## config.mk

```make
export PLATFORM = sky130hd
export DESIGN_NAME = mpsc_top
export DESIGN_NICKNAME = d
export VERILOG_FILES = /design/src/rtl/mpsc_pkg.sv /design/src/rtl/mpsc_top.sv
export SDC_FILE = /design/constraint.sdc
export NUM_CORES = 2
export LEC_CHECK = 0
export BUFFER_PORTS_ARGS = -buffer_cell sky130_fd_sc_hd__buf_2
export CAP_MARGIN = 10
export CORE_ASPECT_RATIO = 0.8
export CORE_MARGIN = 3
export CORE_UTILIZATION = 35
export DETAILED_ROUTE_END_ITERATION = 10
export GPL_TIMING_DRIVEN = 0
export PLACE_DENSITY = 0.62
export SYNTH_ARGS = -nofsm -noshare
export SYNTH_HDL_FRONTEND = slang
export SYNTH_SLANG_ARGS = --single-unit
```

## constraint.sdc

```tcl
create_clock -name sys_clk -period 21.5 [get_ports sys_clk]
set_input_delay 4.3 -clock sys_clk [delete_from_list [all_inputs] [get_ports sys_clk]]
set_output_delay 4.3 -clock sys_clk [all_outputs]
set_load 0.1 [all_outputs]
```

## src/rtl/mpsc_pkg.sv

```systemverilog
package mpsc_pkg;
    // Selection function codes for the digital input terminals
    localparam logic [7:0] FN_SEL1       = 8'h02;
    localparam logic [7:0] FN_SEL2       = 8'h03;
    localparam logic [7:0] FN_SEL3       = 8'h04;
    localparam logic [7:0] FN_SEL4       = 8'h05;
    localparam logic [7:0] FN_ZERO_SERVO = 8'h2E;
    localparam logic [7:0] FN_SPD_POS    = 8'h33;
    localparam logic [7:0] FN_POS_EN     = 8'h34;
    localparam int         NUM_TERM      = 8;
    localparam int         NUM_SECT      = 16;
    // Signed limit of section counts; unsigned upper limit of offsets
    localparam logic signed [15:0] CNT_MAX   = 16'sh270F;
    localparam logic signed [15:0] CNT_MIN   = -16'sh270F;
    localparam logic [15:0]        OFS_MAX   = 16'h270F;
    // No-Z indication value of the bias monitor
    localparam logic signed [31:0] ZBIAS_NONE = 32'sh0000270F;
    // Positioning max frequency, 0.1 Hz units: 0.1 to 100 Hz
    localparam logic [15:0] PFMAX_MIN    = 16'h0001;
    localparam logic [15:0] PFMAX_MAX    = 16'h03E8;
    localparam logic [15:0] PFMAX_RST    = 16'h03E8;
    localparam logic [15:0] PPR_RST      = 16'h0400;
    // Position mode selector values
    localparam logic        PMODE_FMIN   = 1'b0;
    localparam logic        PMODE_ZLOCK  = 1'b1;
    // Register indices (word addresses)
    localparam logic [7:0] REG_CTRL      = 8'h00;
    localparam logic [7:0] REG_TERMFN_LO = 8'h01;
    localparam logic [7:0] REG_TERMFN_HI = 8'h02;
    localparam logic [7:0] REG_PFMAX     = 8'h03;
    localparam logic [7:0] REG_OFFSET    = 8'h04;
    localparam logic [7:0] REG_PPR       = 8'h05;
    localparam logic [7:0] REG_STATUS    = 8'h06;
    localparam logic [7:0] REG_ZBIAS     = 8'h07;
    localparam logic [7:0] REG_TARGET    = 8'h08;
    localparam logic [7:0] REG_SECT_BASE = 8'h20;
    // Control register fields
    localparam int CTRL_VECTOR_BIT = 0;
    localparam int CTRL_PMODE_BIT  = 1;
    typedef enum logic [1:0] {MPSC_IDLE, MPSC_WAIT_Z, MPSC_HOLD} mpsc_state_t;
endpackage : mpsc_pkg

```

## src/rtl/mpsc_top.sv

```systemverilog
`timescale 1ns/1ps
module mpsc_top (
    // Clock and reset
    input  wire logic               sys_clk,
    input  wire logic               arst_n,
    // Register port
    input  wire logic [7:0]         reg_addr,
    input  wire logic [31:0]        reg_wdata,
    input  wire logic               reg_wr,
    input  wire logic               reg_rd,
    output logic      [31:0]        reg_rdata,
    // Command terminals and drive state
    input  wire logic [7:0]         term_in,
    input  wire logic               run_cmd,
    input  wire logic               below_fmin,
    // Encoder
    input  wire logic signed [31:0] enc_position,
    input  wire logic               enc_z,
    // Toward speed regulator
    output logic                    position_mode,
    output logic signed [31:0]      position_reference,
    output logic signed [31:0]      selected_section_target,
    output logic [15:0]             freq_limit,
    output logic                    ramp_set_one,
    output logic [3:0]              section_index,
    output logic signed [31:0]      z_bias
);
    logic                       closed_loop_vector_mode;
    logic                       pos_mode_sel;
    logic [7:0]                 term_fn [mpsc_pkg::NUM_TERM];
    logic [15:0]                pfmax;
    logic [15:0]                origin_offset;
    logic [15:0]                ppr;
    logic signed [15:0]         sect_rot [mpsc_pkg::NUM_SECT];
    logic signed [15:0]         sect_pls [mpsc_pkg::NUM_SECT];
    logic signed [31:0]         z_capture;
    logic                       z_seen;
    logic                       z_prev;
    logic signed [31:0]         origin;
    mpsc_pkg::mpsc_state_t      state;
    logic [3:0]                 sel_bits;
    logic                       zero_servo_in;
    logic                       spd_pos_in;
    logic                       position_command_enable_input;
    logic signed [31:0]         next_target;
    logic                       z_edge;
    logic signed [15:0]         wr_cnt;

    function automatic logic signed [15:0] clamp_cnt(input logic signed [15:0] v);
        if (v > mpsc_pkg::CNT_MAX) begin
            return mpsc_pkg::CNT_MAX;
        end else if (v < mpsc_pkg::CNT_MIN) begin
            return mpsc_pkg::CNT_MIN;
        end
        return v;
    endfunction : clamp_cnt

    always_comb begin
        sel_bits      = 4'h0;
        zero_servo_in = 1'b0;
        spd_pos_in    = 1'b0;
        position_command_enable_input = 1'b0;
        for (int i = 0; i < mpsc_pkg::NUM_TERM; i++) begin
            unique case (term_fn[i])
                mpsc_pkg::FN_SEL1:       sel_bits[0] = sel_bits[0] | term_in[i];
                mpsc_pkg::FN_SEL2:       sel_bits[1] = sel_bits[1] | term_in[i];
                mpsc_pkg::FN_SEL3:       sel_bits[2] = sel_bits[2] | term_in[i];
                mpsc_pkg::FN_SEL4:       sel_bits[3] = sel_bits[3] | term_in[i];
                mpsc_pkg::FN_ZERO_SERVO: zero_servo_in = zero_servo_in | term_in[i];
                mpsc_pkg::FN_SPD_POS:    spd_pos_in = spd_pos_in | term_in[i];
                mpsc_pkg::FN_POS_EN:
                    position_command_enable_input = position_command_enable_input | term_in[i];
                default: ;
            endcase
        end
    end

    assign z_edge = enc_z & ~z_prev;
    assign wr_cnt = clamp_cnt(reg_wdata[15:0]);

    // Register writes
    always_ff @(posedge sys_clk or negedge arst_n) begin
        if (!arst_n) begin
            closed_loop_vector_mode <= 1'b0;
            pos_mode_sel            <= mpsc_pkg::PMODE_FMIN;
            pfmax                   <= mpsc_pkg::PFMAX_RST;
            origin_offset           <= 16'h0000;
            ppr                     <= mpsc_pkg::PPR_RST;
            for (int i = 0; i < mpsc_pkg::NUM_TERM; i++) begin
                term_fn[i] <= 8'h00;
            end
            for (int i = 0; i < mpsc_pkg::NUM_SECT; i++) begin
                sect_rot[i] <= 16'sh0000;
                sect_pls[i] <= 16'sh0000;
            end
        end else if (reg_wr) begin
            if (reg_addr == mpsc_pkg::REG_CTRL) begin
                closed_loop_vector_mode <= reg_wdata[mpsc_pkg::CTRL_VECTOR_BIT];
                pos_mode_sel            <= reg_wdata[mpsc_pkg::CTRL_PMODE_BIT];
            end
            if (reg_addr == mpsc_pkg::REG_TERMFN_LO) begin
                for (int i = 0; i < 4; i++) begin
                    term_fn[i] <= reg_wdata[8*i +: 8];
                end
            end
            if (reg_addr == mpsc_pkg::REG_TERMFN_HI) begin
                for (int i = 0; i < 4; i++) begin
                    term_fn[i+4] <= reg_wdata[8*i +: 8];
                end
            end
            if (reg_addr == mpsc_pkg::REG_PFMAX) begin
                if (reg_wdata[15:0] < mpsc_pkg::PFMAX_MIN) begin
                    pfmax <= mpsc_pkg::PFMAX_MIN;
                end else if (reg_wdata[15:0] > mpsc_pkg::PFMAX_MAX) begin
                    pfmax <= mpsc_pkg::PFMAX_MAX;
                end else begin
                    pfmax <= reg_wdata[15:0];
                end
            end
            if (reg_addr == mpsc_pkg::REG_OFFSET) begin
                origin_offset <= (reg_wdata[15:0] > mpsc_pkg::OFS_MAX) ?
                                 mpsc_pkg::OFS_MAX : reg_wdata[15:0];
            end
            if (reg_addr == mpsc_pkg::REG_PPR) begin
                ppr <= reg_wdata[15:0];
            end
            if (reg_addr[7:5] == mpsc_pkg::REG_SECT_BASE[7:5]) begin
                if (reg_addr[0]) begin
                    sect_pls[reg_addr[4:1]] <= wr_cnt;
                end else begin
                    sect_rot[reg_addr[4:1]] <= wr_cnt;
                end
            end
        end
    end

    always_ff @(posedge sys_clk or negedge arst_n) begin
        if (!arst_n) begin
            z_prev    <= 1'b0;
            z_capture <= 32'sh00000000;
            z_seen    <= 1'b0;
        end else begin
            z_prev <= enc_z;
            if (z_edge) begin
                z_capture <= enc_position;
                z_seen    <= 1'b1;
            end
        end
    end

    always_ff @(posedge sys_clk or negedge arst_n) begin
        if (!arst_n) begin
            z_bias <= mpsc_pkg::ZBIAS_NONE;
        end else if (z_seen) begin
            z_bias <= enc_position - z_capture;
        end else begin
            z_bias <= mpsc_pkg::ZBIAS_NONE;
        end
    end

    // Entry to position mode; leaving zero-servo or run drops it at once
    always_ff @(posedge sys_clk or negedge arst_n) begin
        if (!arst_n) begin
            state  <= mpsc_pkg::MPSC_IDLE;
            origin <= 32'sh00000000;
        end else begin
            unique case (state)
                mpsc_pkg::MPSC_IDLE: begin
                    if (run_cmd && zero_servo_in && below_fmin) begin
                        if (pos_mode_sel == mpsc_pkg::PMODE_FMIN) begin
                            origin <= enc_position;
                            state  <= mpsc_pkg::MPSC_HOLD;
                        end else begin
                            state <= mpsc_pkg::MPSC_WAIT_Z;
                        end
                    end
                end
                mpsc_pkg::MPSC_WAIT_Z: begin
                    if (!(run_cmd && zero_servo_in)) begin
                        state <= mpsc_pkg::MPSC_IDLE;
                    end else if (z_edge) begin
                        origin <= enc_position + 32'(origin_offset);
                        state  <= mpsc_pkg::MPSC_HOLD;
                    end
                end
                mpsc_pkg::MPSC_HOLD: begin
                    if (!(run_cmd && zero_servo_in)) begin
                        state <= mpsc_pkg::MPSC_IDLE;
                    end
                end
            endcase
        end
    end

    // signed arithmetic keeps direction
    // Widen before the product so large rotation counts do not wrap
    assign next_target = 32'(sect_rot[section_index]) * 32'($signed({1'b0, ppr}))
                       + 32'(sect_pls[section_index]);

    always_ff @(posedge sys_clk or negedge arst_n) begin
        if (!arst_n) begin
            section_index <= 4'h0;
        end else if (state != mpsc_pkg::MPSC_HOLD) begin
            section_index <= 4'h0;
        end else if (closed_loop_vector_mode && spd_pos_in && position_command_enable_input) begin
            section_index <= sel_bits;
        end
    end

    // Outputs toward the regulator
    always_ff @(posedge sys_clk or negedge arst_n) begin
        if (!arst_n) begin
            position_mode           <= 1'b0;
            position_reference      <= 32'sh00000000;
            selected_section_target <= 32'sh00000000;
            freq_limit              <= mpsc_pkg::PFMAX_RST;
            ramp_set_one            <= 1'b0;
        end else begin
            position_mode           <= (state == mpsc_pkg::MPSC_HOLD);
            selected_section_target <= next_target;
            position_reference      <= (section_index == 4'h0) ? origin : origin + next_target;
            freq_limit              <= pfmax;
            ramp_set_one            <= (state == mpsc_pkg::MPSC_HOLD);
        end
    end

    // Register reads, one cycle later; unmapped reads zero
    always_ff @(posedge sys_clk or negedge arst_n) begin
        if (!arst_n) begin
            reg_rdata <= 32'h00000000;
        end else if (reg_rd) begin
            reg_rdata <= 32'h00000000;
            unique case (reg_addr)
                mpsc_pkg::REG_CTRL:
                    reg_rdata <= {30'h00000000, pos_mode_sel, closed_loop_vector_mode};
                mpsc_pkg::REG_TERMFN_LO:
                    reg_rdata <= {term_fn[3], term_fn[2], term_fn[1], term_fn[0]};
                mpsc_pkg::REG_TERMFN_HI:
                    reg_rdata <= {term_fn[7], term_fn[6], term_fn[5], term_fn[4]};
                mpsc_pkg::REG_PFMAX:  reg_rdata <= {16'h0000, pfmax};
                mpsc_pkg::REG_OFFSET: reg_rdata <= {16'h0000, origin_offset};
                mpsc_pkg::REG_PPR:    reg_rdata <= {16'h0000, ppr};
                mpsc_pkg::REG_STATUS:
                    reg_rdata <= {24'h000000, section_index, 1'b0, z_seen, state};
                mpsc_pkg::REG_ZBIAS:  reg_rdata <= z_bias;
                mpsc_pkg::REG_TARGET: reg_rdata <= position_reference;
                default: begin
                    if (reg_addr[7:5] == mpsc_pkg::REG_SECT_BASE[7:5]) begin
                        reg_rdata <= reg_addr[0] ? 32'(sect_pls[reg_addr[4:1]])
                                                 : 32'(sect_rot[reg_addr[4:1]]);
                    end
                end
            endcase
        end
    end
endmodule : mpsc_top

```

# Word-level counts from Yosys, hierarchy flattened
# Index checks and enable logic that the tools add are counted.
# word_totals
register_bits	843
latch_bits	0
mem_bits_rw	0
romBits	0
inputBits	87
out_inout_bits	150
elab_cells	316
mem_count	0
# op_classes
addsub	4
mul	1
div	0
order_cmp	8
eq_ne	74
shifts	0
mux	98
bitwise	54
reduce_logical	20
# op_table
op	count
bitwise mux 256 bit	2
one-hot mux 32 bit (9 select lines)	1
binary-select mux 16 bit (select 4 bit)	4
two-way mux 32 bit	8
two-way mux 16 bit	15
equality test 8 x 6 -> 1 bit (second input constant)	24
equality test 8 x 3 -> 1 bit (second input constant)	20
equality test 8 x 2 -> 1 bit (second input constant)	18
adder 32 x 16 -> 32 bit	2
demux 16 bit (select 4 bit)	1
one-hot mux 32 bit (2 select lines)	1
two-way mux 1 bit	58
bitwise OR 1 bit	49
adder 32 bit	1
multiplier 16 x 17 -> 32 bit	1
subtractor 32 bit	1
> comparator 16 x 10 -> 1 bit (second input constant)	1
> comparator 16 x 14 -> 1 bit (second input constant)	1
> comparator 16 x 15 -> 1 bit (second input constant)	1
< comparator 16 x 1 -> 1 bit (second input constant)	1
< comparator 16 x 15 -> 1 bit (second input constant)	1
!= test 2 bit (second input constant)	6
AND reduction 2 bit	6
greater-or-equal comparator 5 bit (second input constant)	2
other kinds (20)	34

# Longest topological paths before layout
# logic_depth
ltp_word	20
mapped_depth	40

# Worst setup path before layout
# Ideal clock, no wire load.
# synth_path
kind	register to register
start	reg section_index[0]
end	reg position_reference[30]
arrival_ns	9.646
t_required_ns	21.380
slack_ns	11.734
stages_incl_launch_ff	37
n_path_buf	4
synth_period_minus_slack_ns	9.766
cell_sequence	dfrtp_1 > buf_6 > buf_6 > buf_2 > mux4_2 > mux4_2 > clkbuf_1 > and2_1 > fa_1 > inv_1 > fa_1 > fa_1 > fa_1 > inv_1 > fa_1 > inv_1 > fa_1 > inv_1 > ha_1 > a21oi_1 > nand2_1 > a21o_1 > a41o_1 > a21oi_1 > nor2_1 > nor2_1 > xnor2_1 > ha_1 > nand4_1 > or3_1 > o211a_1 > o21ai_1 > a221oi_2 > nand2b_1 > a2111oi_0 > o21ai_0 > a31o_2
# synth_via
elab_chain_len	8
word_cells_on_any_way	12
classes_between	add/sub (2); mul (1); mux (7); bitwise (1); reduce/logical (1)
# synth_rtl
element	line	rtl
start: declaration	mpsc_top.sv:25	output logic [3:0] section_index,
start signal: assignment	mpsc_top.sv:206	section_index <= sel_bits;
inverter 4 -> 5 bit (implied by the code) *	mpsc_top.sv:197, mpsc_top.sv:198	
binary-select mux 16 bit (select 4 bit)	mpsc_top.sv:197	assign next_target = 32'(sect_rot[section_index]) * 32'($signed({1'b0, ppr}))
two-way mux 16 bit (implied by the code) (2 in a row)	mpsc_top.sv:197	
multiplier 16 x 17 -> 32 bit	mpsc_top.sv:197	
adder 32 x 16 -> 32 bit *	mpsc_top.sv:198	+ 32'(sect_pls[section_index]);
named net next_target[16]	mpsc_top.sv:45	logic signed [31:0] next_target;
adder 32 bit *	mpsc_top.sv:221	position_reference <= (section_index == 4'h0) ? origin : origin + next_target;
two-way mux 32 bit *	mpsc_top.sv:221	
end signal: assignment	mpsc_top.sv:221	
end: declaration	mpsc_top.sv:21	output logic signed [31:0] position_reference,
# Mark *: on every way through the listed nets, which the timed path passes. The rest lies on a longest branch. The select of a mux whose other input is x is not followed.
# A chain may end at the register's enable or synchronous reset.

# Worst setup path in the final report
# layout_path
start	reg section_index[1]
end	reg position_reference[29]
# The elaborated chain is that of the path after synthesis.

==> metrics.yaml <==
place:
  dp_slack_ns: 9.81
  dpl.cell_count: 7258
  dp_hpwl_mm: 167
  routabilityCongestion: 1.00
  io_buffer_count: 227
  placed_area_mm2: 0.0569
setup_path:
  crit_path_start: "section_index[1]"
  reg2reg_depth: 31
  endpoint_kind: "register"
  cp.required_ns: 22.10
  path_max_fanout: 10
  r2r_start: "section_index[1]"
  worstSetupPathType: "reg2reg"
  worst_path_max_delay_cell: "buf_1"
  cp_common_cell: "fa_1"
  slowest_delay_ns: 0.94
  arrival_ns: 12.66
  critPathLaunchType: "register"
  rrSetupSlack_ns: 9.44
cts:
  cts.sink_count: 843
  clock_path_buffers: 3
  cts_root_buf: "clkbuf_16"
  post_cts_resized: 0
  cts_buffers: 90
  h-tree-depth: 3
  path_clk_slew_ns: 0.06
  clk-insertion-delay-late_ns: 0.74
  post_cts_buffers: 0
  ctsHoldBuffers: 0
  cts_tree: "yes"
cells_and_area:
  syn2layout_area_growth_pct: 13.4
  num-fill-cells: 14662
  mostFrequentLayoutCell: "nand2_1"
  fin_cells: 7442
  fin_util_pct: 40.0
  design_area_mm2: 0.0600
  mostFrequentLayoutCells: "nand2_1 (838), dfrtp_1 (822), o21ai_0 (579)"
  drive_above_1_share_pct: 17.0
  final_nets: 5866
global_routing:
  grt_pass1_vias: 42997
  grtUsageTotal_pct: 27.1
  grt_overflow_total: 0
  antenna_found_initial: 28
  grt_pass1_wl_mm: 306
  grt_max_degree: 115
pwr:
  pwr-share-clk_pct: 38.0
  p_int_w: 0.00288
  seqPwrFrac_pct: 41.5
  power_w: 0.00435
  powerDensity_mw_per_mm2: 72.5
  swShare_pct: 33.8
  combinationalPowerShare_pct: 20.4
  switchingPower_w: 0.00147
  vdd_drop_max_uv: 66.9
  p_leak_nw: 27.4
timing:
  timing.slew.headroom_pct: 5.06
  hold_viol_final: 0
  rsz0062_at_grt: "false"
  maxSlewViolCount: 0
  min_period_over_period_pct: 56.1
  worst_slack_ns: 9.44
  period_needed_ns: 12.06
  skew_ns: 0.0498
  timing.fmax_ghz: 0.0829
  worstMarginPinSlew_ns: 1.42
  final-setup-viol-count: 0
logic_synthesis:
  syn-cell-area_mm2: 0.0530
  syn-num-nets: 5532
  yosysWarnings: 0
  async_flop_share_pct: 100
  synthFlopType: "dfrtp_1"
  yosys.cell_types.count: 89
  synth.avg_cell_area_um2: 10.5
  synth-seq-cells: 843
  yosysSeqAreaShare_pct: 39.9
  synth-edff-count: 0
  synth_cells: 5021
drt:
  drt_iter0_drc: 5916
  dr.pass1.iters: 6
  wl_mm: 213
  drc: 0
  vias: 44057
  ant_nets: 0
  drt-vias-per-instance: 5.92
  wl_per_cell_um: 28.6
min_path:
  worstHoldStart: "pfmax[8]"
  whs_path_depth: 0
  hp-class: "reg2reg"
die:
  start_util_pct: 35.3
  die_w_um: 441
  die_h_um: 354
  num_rows: 127
  die_area_mm2: 0.156
  coreArea_mm2: 0.150
  pin_count: 237
run:
  drv_cap: 0
run_status:
  outcome: "complete, no violations"
==> layout make-up <==
cell class,count,area (µm²),area share [%]
clock inverter,33,470,0.784
buffer,338,1390,2.32
tap,1999,2500,4.17
multi-input combinational,3465,29000,48.4
inverter,375,1410,2.35
sequential,843,21100,35.2
timing repair buffer,242,1440,2.39
antenna,14,35.0,0.0584
clock buffer,133,2630,4.37
==> cells in the mapped netlist, types with 43 or more instances <==
cell type | number | area (µm²)
nor3_1 | 43 | 215
dfrtp_1 | 822 | 20600
nand2_1 | 838 | 3150
mux2_2 | 77 | 867
mux4_2 | 315 | 7090
nand3_1 | 56 | 280
a21oi_1 | 126 | 631
a22oi_1 | 72 | 541
fa_1 | 228 | 4560
xnor2_1 | 72 | 631
buf_2 | 76 | 380
ha_1 | 196 | 2450
and2_1 | 162 | 1010
clkbuf_1 | 245 | 920
o21ai_0 | 579 | 2900
inv_1 | 374 | 1400
nor2_1 | 192 | 721
==> through the flow <==
step / hold slack (ns) / TNS (ns)
CTS: 0.417 / 0
detailed placement: 0.400 / 0
global placement: 0.406 / -1830.56
floorplan: 0.360 / 0
finish: 0.414 / 0
global route: 0.412 / 0
==> power groups by stage <==
stage,Clock [W],Sequential [W],Combinational (W)
finish,0.00165,0.00181,0.000889
global route,0.00173,0.00181,0.000939
CTS,0.00167,0.00180,0.000877
detailed placement,0,0.00183,0.000875
global placement,0,0.00183,0.000862
floorplan,0,0.00203,0.000354
==> metal layers <==
| layer | vias to the layer above | global-route usage, % | routed length [µm] |
|---|---|---|---|
| li1 | 18150 | - | - |
| met1 | 22541 | 37.0 | 83500 |
| met2 | 2821 | 38.3 | 88700 |
| met3 | 531 | 9.77 | 28400 |
| met4 | 14 | 12.7 | 12400 |
| met5 | - | 0 | 84 |
==> cells by family (layout without fill, tap and decap cells) <==
family                     count (synthesis)  in the layout  synth area share, %
other                                      0             14                    0
AOI/OAI and AO/OA                       1013           1013                 11.2
DFF                                      843            843                 39.9
buffers and inverters                    713           1121                 5.29
xor gates and xnor gates                 106            106                 1.75
muxes                                    429            429                 15.9
adders and majority gates                425            425                 13.3
and+or+nand+nor                         1492           1492                 12.8
==> final timing paths <==
kind | endpoint
max | position_reference[29]
min | freq_limit[8]
max reg2reg | position_reference[29]
min reg2reg | freq_limit[8]
max in group asynchronous | sect_pls[225]
min in group asynchronous | term_fn[58]
==> critical path, delay by kind of cell, from the launching register on <==
family          cells  cell delay (ns)
compound gates     11             2.59
xor+xnor            1             0.52
fa+ha+maj           7             3.11
buf+inv             6             3.14
flops               1             0.81
mux                 2             0.97
simple gates        4             0.76
==> flip-flops by register name, summed over array words and instances, names as in the netlist, 32 cells and up <==
name	count
reg_rdata	32
position_reference	32
origin	32
sect_pls	256
term_fn	64
sect_rot	256
z_bias	32
selected_section_target	32
z_capture	32
Power figures use the tool's default switching activity.
